**src/logic/rcf_map.svh**
```systemverilog
/*
 * Register map and fixed values of the reset cause flags block.
 * Assumes inclusion by bare name from any file that needs the layout.
 */
`ifndef RCF_MAP_SVH
`define RCF_MAP_SVH

// ==========================================================================
// Register location
`define RCF_CAUSE_ADDR 8'hFA
`define RCF_CAUSE_BANK 1'h1

// ==========================================================================
// Field positions
`define RCF_PIN_BIT 2
`define RCF_WDOG_BIT 1
`define RCF_LOWV_BIT 0

// ==========================================================================
// Values
`define RCF_FLAGS_RST 3'h0
`define RCF_LOWV_PATTERN 3'h1
`define RCF_UNUSED_READ 5'h00
`define RCF_RDATA_RST 8'h00
// Synchroniser idle levels: bit 0 pin (high idle), bit 1 low-voltage (low idle)
`define RCF_SYNC_IDLE 2'h1

`endif

```
**src/logic/rcf_pkg.sv**
```systemverilog
/*
 * Types shared by the reset cause flags block.
 * Assumes nothing of its surroundings.
 */
`default_nettype none

package rcf_pkg;
    typedef logic [7:0] rcf_byte_t;
    typedef logic [2:0] rcf_flags_t;
endpackage : rcf_pkg

`default_nettype wire

```
**src/logic/rcf_sync.sv**
```systemverilog
/*
 * Two-stage synchroniser for one asynchronous level.
 * Assumes the input may change at any time relative to ref_clk_i.
 */
`timescale 1ns/1ps
`default_nettype none

module rcf_sync #(
    parameter logic RST_VAL = 1'h0
) (
    input wire logic ref_clk_i,
    input wire logic rst_b_i,
    input wire logic d_i,
    output logic q_o
);
    logic meta;

    // ======================================================================
    // First stage feeds only the second stage
    always_ff @(posedge ref_clk_i or negedge rst_b_i) begin
        if (!rst_b_i) begin
            meta <= RST_VAL;
            q_o <= RST_VAL;
        end else begin
            meta <= d_i;
            q_o <= meta;
        end
    end
endmodule : rcf_sync

`default_nettype wire

```
**src/logic/rcf_top.sv**
```systemverilog
/*
 * Reset cause flags: a byte register recording which sources caused resets
 * since the flags were last cleared (external pin, watchdog, low-voltage detector).
 * Assumes rst_b_i is the power-on reset of this block only, so the flags
 * survive the pin and watchdog resets that they record. The watchdog
 * request comes from logic on ref_clk_i; pin and low-voltage inputs are
 * asynchronous. Register port is the core's register-addressing port.
 */
// Overview of operation
// - Bit 2 reads 1 after a reset driven by the external active-low pin, until a 0 write or a low-voltage reset clears it.
// - A low-voltage reset forces the three flags to pin 0, watchdog 0, low-voltage 1.
// - On a pin or watchdog reset with no low-voltage reset in the same cycle, every source active at that moment gets its flag set.
// - Pin and watchdog resets leave the low-voltage flag untouched.
// - Writing 0 to a flag bit clears that flag.
// - Writing 1 to a flag bit neither sets nor clears it.
`timescale 1ns/1ps
`default_nettype none
`include "rcf_map.svh"

module rcf_top (
    input wire logic ref_clk_i,
    input wire logic rst_b_i,
    input wire logic external_reset_pin_n_i,
    input wire logic watchdog_reset_source_i,
    input wire logic low_voltage_reset_i,
    input wire logic [7:0] reg_addr_i,
    input wire logic reg_bank_i,
    input wire logic reg_wr_i,
    input wire logic reg_rd_i,
    input wire rcf_pkg::rcf_byte_t reg_wdata_i,
    output var rcf_pkg::rcf_byte_t reg_rdata_o,
    output var rcf_pkg::rcf_flags_t reset_cause_o
);
    import rcf_pkg::*;

    logic [1:0] async_raw;
    logic [1:0] async_sync;
    logic pin_act;
    logic wdog_act;
    logic lowv_act;
    logic reg_hit;
    logic wr_hit;
    logic rd_hit;
    rcf_flags_t flags;
    rcf_flags_t next_flags;

    // ======================================================================
    // Input synchronisers
    assign async_raw = {low_voltage_reset_i, external_reset_pin_n_i};

    localparam logic [1:0] SYNC_IDLE = `RCF_SYNC_IDLE;

    genvar gi;
    generate
        for (gi = 0; gi < 2; gi++) begin : g_sync
            rcf_sync #(
                .RST_VAL(SYNC_IDLE[gi])
            ) u_sync (
                .ref_clk_i(ref_clk_i),
                .rst_b_i(rst_b_i),
                .d_i(async_raw[gi]),
                .q_o(async_sync[gi])
            );
        end
    endgenerate

    assign pin_act = ~async_sync[0];
    assign lowv_act = async_sync[1];
    // Same-clock source, so no synchroniser
    assign wdog_act = watchdog_reset_source_i;

    // ======================================================================
    // Register decode
    assign reg_hit = (reg_addr_i == `RCF_CAUSE_ADDR) && (reg_bank_i == `RCF_CAUSE_BANK);
    assign wr_hit = reg_hit && reg_wr_i;
    assign rd_hit = reg_hit && reg_rd_i;

    // ======================================================================
    // Flag update
    // Order of precedence: software clear, then source set, then the
    // low-voltage pattern; a set in the clearing cycle is therefore kept.
    always_comb begin
        next_flags = flags;
        if (wr_hit) begin
            next_flags = flags & reg_wdata_i[2:0];
        end
        if (pin_act) begin
            next_flags[`RCF_PIN_BIT] = 1'h1;
        end
        if (wdog_act) begin
            next_flags[`RCF_WDOG_BIT] = 1'h1;
        end
        if (lowv_act) begin
            next_flags = `RCF_LOWV_PATTERN;
        end
    end

    always_ff @(posedge ref_clk_i or negedge rst_b_i) begin
        if (!rst_b_i) begin
            flags <= `RCF_FLAGS_RST;
        end else begin
            flags <= next_flags;
        end
    end

    always_ff @(posedge ref_clk_i or negedge rst_b_i) begin
        if (!rst_b_i) begin
            reset_cause_o <= `RCF_FLAGS_RST;
        end else begin
            reset_cause_o <= next_flags;
        end
    end

    // ======================================================================
    // Read data
    // Held between reads, so the core may sample it late.
    always_ff @(posedge ref_clk_i or negedge rst_b_i) begin
        if (!rst_b_i) begin
            reg_rdata_o <= `RCF_RDATA_RST;
        end else if (rd_hit) begin
            reg_rdata_o <= {`RCF_UNUSED_READ, flags};
        end
    end
endmodule : rcf_top

`default_nettype wire

```
**config.mk**
```make
export PLATFORM = sky130hd
export DESIGN_NAME = rcf_top
export DESIGN_NICKNAME = d
export VERILOG_FILES = /design/src/logic/rcf_pkg.sv /design/src/logic/rcf_sync.sv /design/src/logic/rcf_top.sv
export VERILOG_INCLUDE_DIRS = /design/src /design/src/logic
export SDC_FILE = /design/constraint.sdc
export NUM_CORES = 1
export LEC_CHECK = 0
export ABC_AREA = 1
export BUFFER_PORTS_ARGS = -buffer_cell sky130_fd_sc_hd__buf_2
export CAP_MARGIN = 0
export CELL_PAD_IN_SITES_DETAIL_PLACEMENT = 0
export CELL_PAD_IN_SITES_GLOBAL_PLACEMENT = 2
export CORE_UTILIZATION = 21
export CTS_CLUSTER_DIAMETER = 120
export DETAILED_ROUTE_END_ITERATION = 8
export PLACE_DENSITY_LB_ADDON = 0.1
export SETUP_SLACK_MARGIN = 0.2
export SYNTH_ARGS = -nofsm -noshare
export SYNTH_HDL_FRONTEND = slang
export SYNTH_SLANG_ARGS = --single-unit
```
**constraint.sdc**
```tcl
create_clock -name ref_clk_i -period 1.1 [get_ports ref_clk_i]
set_clock_uncertainty 0.1 [all_clocks]
set_input_delay 0.055 -clock ref_clk_i [delete_from_list [all_inputs] [get_ports ref_clk_i]]
set_output_delay 0.055 -clock ref_clk_i [all_outputs]
set_load 0.005 [all_outputs]
```
==> results by stage, run 1 <==
Detailed routing:
- In this run, the number of DRC markers left after iteration 0 of detailed routing was 11.
- The vias after detailed routing is 464.
- In this run the remaining antenna-violating nets after routing total 0.
- Dividing the detail-routed wire length by the instance count gives 8.446 um.
- After detailed routing, the number of vias per cell comes to 3.835.
- The total DRC errors in the routed layout is 0.
- The number of iterations in the first detailed-routing pass is 4.
- The total detailed-routing wirelength is 1022 um.

Critical path:
- The critical path's slowest cell is sky130_fd_sc_hd__dfrtp_1.
- Of all nets on the critical path, the largest fanout is 4.
- The worst register-to-register path has a setup slack of 0.20 ns.
- Counting both buffers and inverters, the worst setup path holds a total of 1.
- Among cell families on the critical path, the largest total delay comes from flip-flops.
- For the worst setup path, the data required time is 0.94 ns.
- The number of gates on the worst path with buffers counted is 1.
- The launch point of the worst reg-to-reg path is g_sync[0].u_sync.q_o$_DFF_PN1_.
- The destination of the critical timing path is reset_cause_o[2].
- The critical path startpoint is reset_cause_o[2]$_DFFE_PN0P_.
- Traced cell by cell, the critical path runs through buf_2.
- The delay of the slowest cell on the worst path is 0.41 ns.
- The element type at the critical path start is a register.
- The critical path class is register to primary output.
- The endpoint identified for the worst register-to-register timing path is reset_cause_o[2]$_DFFE_PN0P_.
- Data on the critical path arrives at its endpoint at 0.81 ns.
- The worst setup path is captured at a primary output.
- For the worst flop-to-flop path, the logic depth is 3.

Global route:
- Global routing finished with a remaining overflow of 0.
- The number of global-route vias before repair came to 466.
- The number of antenna violations at the first check in global routing was 0.
- The maximum number of pins on one net before global-route repair is 11.
- The total routing usage reported by global routing is 9.689%.
- The first global-routing pass estimated 1835 um of wire.

Die:
- The core region is 0.002297 sq mm.
- The floorplan step defined a die boundary enclosing 0.002725 sq mm.
- The starting density of the core is 23.04%.
- The vertical extent of the die is 52.20 um.
- The die width is 52.20 um.
- The top-level I/O count is 35.
- Row generation in the floorplan step produced 17 rows.

Clocking:
- In this run the number of H-tree levels came out at 1.
- The insertion delay of the later-clocked pin in the worst-skew pair is 0.26 ns.
- The clock-pin slew on the worst setup and hold paths is 0.07 ns.
- The TritonCTS clock tree is done.
- The number of buffers created by CTS is 3.
- The number of sinks handled by clock tree synthesis is 10.
- The root buffer cell is sky130_fd_sc_hd__clkbuf_4.
- Counting along the longest clock path gives a buffer depth of 2.

Layout:
- The net count of the finished layout is 118.
- The post-route netlist has 47.31% of its cells at a drive strength greater than 1.
- 0 antenna diodes ended up in the layout.
- Fill cells in the final layout number 269.
- Relative to the synthesized area, the layout overhead comes to 47.28%.
- For this run, the number of standard cells in the final layout without fillers is 121.

Logic synthesis:
- The count of flip-flops with a built-in enable after synthesis is 0.
- sky130_fd_sc_hd__nand2_1 is the most common cell in the netlist.
- The area of the mapped netlist is 529.3 sq um.
- The sequential cell area fraction in the yosys report is 47.75%.
- Of all flip-flops after synthesis, the portion carrying an async set or reset was 100.0%.
- The number of storage elements in the synthesis netlist is 10.
- Yosys mapped the design onto 16 distinct sky130hd cell types.
- In this run the mean area of a mapped cell was 9.451 sq um.
- The post-synthesis share of cell area spent on and, or, nand and nor gates is 33.57%.
- The multiplexer share of the synthesized area is 0%.
- For this run, the number of Yosys warnings is 0.
- The dominant combinational cell family by area after synthesis is simple AND/OR/NAND/NOR gates.
- The xor-xnor portion of the synthesized cell area is 0%.
- Summing the areas of all compound-gate instances in the mapped netlist gives 4.492% of the synthesized area.
- The synthesized netlist devotes 0% of its cell area to adder and majority cells.
- The largest total area in the synthesized netlist belongs to sky130_fd_sc_hd__dfrtp_1.
- After synthesis, the most frequently instantiated cells are 13 x sky130_fd_sc_hd__nand2_1, 8 x sky130_fd_sc_hd__dfrtp_1, 8 x sky130_fd_sc_hd__inv_1.
- The area share of the leading cell type in the synthesized netlist is 37.83%.
- The commonest register cell after synthesis is sky130_fd_sc_hd__dfrtp_1.
- Yosys attributes the largest share of cell area to sky130_fd_sc_hd__dfrtp_1 38%, sky130_fd_sc_hd__dfstp_2 9.9%, sky130_fd_sc_hd__nand2_1 9.2%.
- After technology mapping, the gate count stands at 56.

Timing:
- Setup violations remaining at the end of the flow were counted as 0.
- The total negative slack is 0 ns.
- The highest achievable clock rate is 1.032 GHz.
- The final number of hold-violating endpoints is 0.
- The total count of max-transition violations in the final report came to 0.
- Setup repair after global routing could not meet its margin everywhere.
- For the finished layout, the period the worst path requires is 0.9689 ns.
- The post-route fraction of the period consumed by the critical path is 88.08%.

Worst hold path:
- The path class of the lowest-slack min-delay path is input port to register.

Power and ir drop:
- The ratio of total power to cell area is 996.2 mW/mm^2.
- The design draws 776.5 uW.
- The static leakage is 0.4407 nW.
- The highest ir drop seen on vdd is 0.5882 mV.

Place:
- The wire-length estimate of the detail-placed layout is 826.8 um.
- The quantity of I/O buffers inserted on ports is 24.
- Including well taps, the total number of placed cells is 107.
- At the end of routability-driven placement, the weighted congestion stood at 0.6566.

Run status:
- The flow ran to the end, and the final reports show no timing, DRC or antenna violations.

Job:
- The tool flagged a number of max-cap violations equal to 0.
==> layer usage <==
metal	GRT usage (%)	part of all wire, %	up-vias
met5	0	0	-
met1	10.04	44	205
met3	5.217	7.9	0
li1	-	-	241
met4	2.632	0	0
met2	16.88	48	18
==> final cells by class <==
| type | count | area [sq um] | area share, % |
|---|---|---|---|
| sequential | 10 | 252.7 | 32.42 |
| multi-input combinational | 36 | 220.2 | 28.25 |
| timing repair buffer | 34 | 211.5 | 27.13 |
| tap | 28 | 35.03 | 4.494 |
| inverter | 9 | 33.78 | 4.334 |
| clock buffer | 4 | 26.28 | 3.371 |
==> how the worst min path moves through the flow <==
stage	startpoint	endpoint	slack, ns	cells after the start
3_5_place_dp	rst_b_i	reg_rdata_o[0]$_DFFE_PN0P_	-0.17	1
5_1_grt	reg_rd_i	reg_rdata_o[1]$_DFFE_PN0P_	0.02	3
4_1_cts	reg_wdata_i[1]	reset_cause_o[1]$_DFFE_PN0P_	0.004	5
6_report	reg_rd_i	reg_rdata_o[2]$_DFFE_PN0P_	0.02	3
3_3_place_gp	rst_b_i	reg_rdata_o[1]$_DFFE_PN0P_	-0.17	1
2_1_floorplan	rst_b_i	g_sync[1].u_sync.meta$_DFF_PN0_	-0.34	0
==> what timing repair did <==
action	CTS	global route
resized for setup	0	2
endpoints found under the setup margin	7	8
cloned	0	0
buffers inserted	5	0
hold buffers	5	0
endpoints found under the hold margin	14	0
pin swaps	0	6
==> cell families (layout without fill, tap and decap cells) <==
family          after synthesis  after routing
flops                        10             10
simple gates                 27             27
buf+inv                      14             47
other cells                   1              5
compound gates                4              4
==> stage by stage <==
step | setup WS [ns] | util, % | area [sq um] | hold slack [ns]
floorplan | 0.2178 | - | 544.3 | -0.3406
global placement | 0.1664 | 28.81 | 661.9 | -0.1715
detailed placement | 0.1404 | 28.81 | 661.9 | -0.1669
CTS | 0.1178 | 33.77 | 775.7 | 0.004017
global route | 0.08025 | 33.93 | 779.5 | 0.01751
finish | 0.1311 | 33.93 | 779.5 | 0.01570
==> report_power, final <==
part           internal (mW)  switching [mW]  total [mW]
logic                 0.0615          0.0621       0.124
registers              0.386         0.00882       0.394
clock network          0.140           0.119       0.258
==> flip-flops by register name (all words and copies together), names as in the netlist <==
| register | cells |
|---|---|
| g_sync.u_sync.meta | 2 |
| g_sync.u_sync.q_o | 2 |
| reg_rdata_o | 3 |
| reset_cause_o | 3 |
==> placed cells by master, fill, tap and decap left out <==
master / count
sky130_fd_sc_hd__nand2_2: 3
sky130_fd_sc_hd__dfstp_2: 2
sky130_fd_sc_hd__nor2_8: 1
sky130_fd_sc_hd__nand4_4: 2
sky130_fd_sc_hd__buf_6: 1
sky130_fd_sc_hd__conb_1: 5
sky130_fd_sc_hd__clkbuf_1: 1
sky130_fd_sc_hd__nand2_1: 13
sky130_fd_sc_hd__o21ai_1: 3
sky130_fd_sc_hd__buf_4: 4
sky130_fd_sc_hd__nor2_1: 2
sky130_fd_sc_hd__dfrtp_1: 8
sky130_fd_sc_hd__clkbuf_4: 3
sky130_fd_sc_hd__inv_2: 2
sky130_fd_sc_hd__buf_2: 24
sky130_fd_sc_hd__dlygate4sd3_1: 5
sky130_fd_sc_hd__nand3_1: 2
sky130_fd_sc_hd__nor2_4: 1
sky130_fd_sc_hd__o21ai_2: 1
sky130_fd_sc_hd__nand4_1: 3
sky130_fd_sc_hd__inv_1: 7
(Power assumes the default switching activity.)
==> inputs of run 2 (changes only) <==
clock period = 0.9 ns   (was 1.1 ns; I/O delays follow)
==> run 2 against run 1 <==
The flow now finishes with violations (negative hold slack, negative setup slack). Cell area rose by 3.4%. Sequential power rose by 22%. Sequential share of layout area fell by 1.1 points. Power rose by 34%. Cell count fell by 1.7%. Clock-buffer cell count did not move. Via count fell by 3.2%. Wire length fell by 5.5%. Non-clock buffer count fell by 2.
==> results by stage, run 2 (synthesized netlist as in run 1, its figures left out) <==
Run status:
- The run finished, with violations left.
- The checks that failed: negative hold slack, negative setup slack.

Global route:
- The wire length of the first global-routing pass is 1669 um (-9.0%).
- The number of antenna violations at the first check in global routing is 0 (unchanged).
- The maximum number of pins on one net before global-route repair came to 11 (unchanged).
- The total routing usage reported by global routing was 8.825% (-0.86 points).
- The leftover overflow at the end of global routing is 0 (unchanged).
- The number of global-route vias before repair is 408 (-12%).

Place:
- The detailed placer's ending HPWL is 789 um (-4.6%).
- The post-place setup slack is -0.04955 ns (-0.1899 ns).
- The number of instances in the placed design is 107 (unchanged).
- The last weighted congestion value of the routability-driven placer is 0.6344 (-3.4%).
- The quantity of I/O buffers inserted on ports came to 24 (unchanged).
- The placed standard-cell area is 684.4 sq um (+3.4%).

Critical path:
- The delay of the slowest cell on the worst path came to 0.41 ns (about the same).
- The data required time at the worst endpoint was 0.75 ns (-0.19 ns).
- The sum of buffers and inverters on the critical path is 1 (unchanged).
- The type of element capturing the critical path is a primary output.
- The worst setup path is of the register to primary output kind.
- The worst setup path is launched from a register.
- The arrival time at the worst endpoint is 0.81 ns (about the same).
- Traced cell by cell, the critical path runs through buf_2.
- On the critical path the largest part of the delay comes from flip-flops.
- The worst-path maximum fanout is 4 (unchanged).
- On the critical path, the stage with the largest delay is an instance of sky130_fd_sc_hd__dfrtp_1.

Detailed routing:
- The routed length per placed instance is 8.118 um (-3.9%).
- The number of iterations in the first detailed-routing pass is 2 (-2).
- The first-iteration detailed-routing DRC count came to 1 (-10).
- The per-cell via count in the routed design is 3.773 (-1.6%).
- The total DRC errors in the routed layout is 0 (unchanged).
- The total detailed-routing wirelength is 966 um (-5.5%).
- The post-detailed-route count of antenna-violating nets came to 0 (unchanged).
- The vias after detailed routing is 449 (-3.2%).

Clocking:
- The hold buffer count at CTS came to 3 (-2).
- The root buffer cell is sky130_fd_sc_hd__clkbuf_4.
- The count of H-tree levels built during CTS is 1 (unchanged).
- The insertion delay of the later-clocked pin in the worst-skew pair was 0.26 ns (about the same).
- The number of buffers created by CTS is 3 (unchanged).
- The maximum buffer depth of the clock tree is 2 (unchanged).
- The TritonCTS clock tree is done.
- The clock-pin slew on the worst setup and hold paths is 0.06 ns (about the same).
- The number of sinks handled by clock tree synthesis was 10 (unchanged).

Layout:
- The filler cell count is 250 (-7.1%).
- In the final layout, the registers with the most flip-flops are reg_rdata_o x3, reset_cause_o x3.
- The most frequent standard cell in the layout excluding fill and tap cells is sky130_fd_sc_hd__buf_2.
- The layout cell share with drive strength beyond 1 came to 54.95% (+7.6 points).
- The count of placed standard cells in the final layout, fillers left out came to 119 (-1.7%).
- In the layout the commonest cells are 24 x sky130_fd_sc_hd__buf_2, 12 x sky130_fd_sc_hd__nand2_1, 8 x sky130_fd_sc_hd__dfrtp_1.
- The diode insertion count for antenna repair was 0 (unchanged).
- The net count of the finished layout is 116 (-1.7%).
- The area used by multi-input combinational logic is 236.5 sq um (+7.4%).
- Compared with the post-synthesis result, the final layout area differs by 52.25%.
- The final non-filler cell area was 805.8 sq um (+3.4%).
- The flip-flop and latch area is 252.7 sq um (unchanged).

Die:
- The starting density of the core is 23.04% (unchanged).
- The top-level I/O count came to 35 (unchanged).
- The number of rows created at floorplan is 17 (unchanged).
- The vertical extent of the die came to 52.20 um (unchanged).
- The full die area is 0.002725 sq mm (unchanged).
- The die width is 52.20 um (unchanged).
- The area of the core region is 0.002297 sq mm (unchanged).

Timing:
- Dividing the final minimum period by the clock period gives 105.7%.
- Setup repair after global routing could not meet its margin everywhere.
- The total count of max-transition violations in the final report is 0 (unchanged).
- The final hold slack was -0.1012 ns (-0.1169 ns).
- The highest achievable clock rate is 1.051 GHz.
- The final setup violation count is 5 (+5).
- The final number of hold-violating endpoints is 6 (+6).
- The worst-case setup margin in the final layout came to -0.05128 ns (-0.1824 ns).
- The shortest period the worst path allows is 0.9513 ns.

Power and ir drop:
- The total power draw came to 1.037 mW (+34%).
- The ratio of total power to cell area is 1287 mW/mm^2 (+29%).
- The static leakage is 0.4460 nW (+1.2%).
- The highest ir drop seen on vdd is 1.167 mV (+98%).

Worst hold path:
- The tightest min-delay check is of the input port to register type.

Job:
- The total of max-cap violations is 0 (unchanged).
run 2: cell types whose count changed in the layout (fill, tap and decap cells not counted), moves of 2 or more:
| cell | previous run | this run |
|---|---|---|
| sky130_fd_sc_hd__buf_4 | 4 | 2 |
| sky130_fd_sc_hd__buf_6 | 1 | 3 |
| sky130_fd_sc_hd__dlygate4sd3_1 | 5 | 3 |
| sky130_fd_sc_hd__inv_1 | 7 | 4 |
| sky130_fd_sc_hd__inv_2 | 2 | 4 |
| sky130_fd_sc_hd__nand2_4 | 0 | 2 |
run 2: through the flow:
stage / setup TNS, ns / hold WS [ns] / utilization [%]
global route: -0.5367 / -0.1064 / 35.08
detailed placement: -0.1815 / -0.1824 / 29.79
floorplan: 0 / -0.3506 / -
CTS: -0.2328 / -0.1068 / 34.15
finish: -0.1453 / -0.1012 / 35.08
global placement: -0.1428 / -0.1824 / 29.79
run 2: final timing paths:
path / from / to / slack (ns) / depth (start not counted)
worst max-delay path: reset_cause_o[2]$_DFFE_PN0P_ / reset_cause_o[2] / -0.05 / 1
worst min-delay path: reg_wdata_i[0] / reset_cause_o[0]$_DFFE_PN0P_ / -0.10 / 3
worst min register to register: g_sync[1].u_sync.meta$_DFF_PN0_ / g_sync[1].u_sync.q_o$_DFF_PN0_ / 0.25 / 0
min in group asynchronous: rst_b_i / reg_rdata_o[0]$_DFFE_PN0P_ / 0.07 / 2
max in group asynchronous: rst_b_i / g_sync[0].u_sync.q_o$_DFF_PN1_ / 0.38 / 2
worst max register to register: g_sync[0].u_sync.q_o$_DFF_PN1_ / reset_cause_o[2]$_DFFE_PN0P_ / 0 / 3
run 2: routing by layer:
metal,vias to the layer above,track usage [%],routed length [um]
li1,238,-,-
met1,191,10.36,457
met2,18,13.46,414
met3,2,4.348,86
met4,0,3.947,8
met5,-,0,0
run 2: area by class of cell:
class / instances / area share (%)
clock buffer: 4 / 4.503
inverter: 9 / 5.745
multi-input combinational: 36 / 29.35
sequential: 10 / 31.37
tap: 28 / 4.348
timing repair buffer: 32 / 24.69
run 2: repair_timing:
item,CTS,global route
pin swaps,1,1
buffers inserted,4,1
hold endpoints to repair,18,4
gates resized for setup,1,6
setup endpoints to repair,12,12
run 2: power breakdown:
group	total, mW	switching (mW)	internal (mW)
clock	0.389	0.144	0.245
combinational	0.166	0.0843	0.0814
sequential	0.482	0.0108	0.471
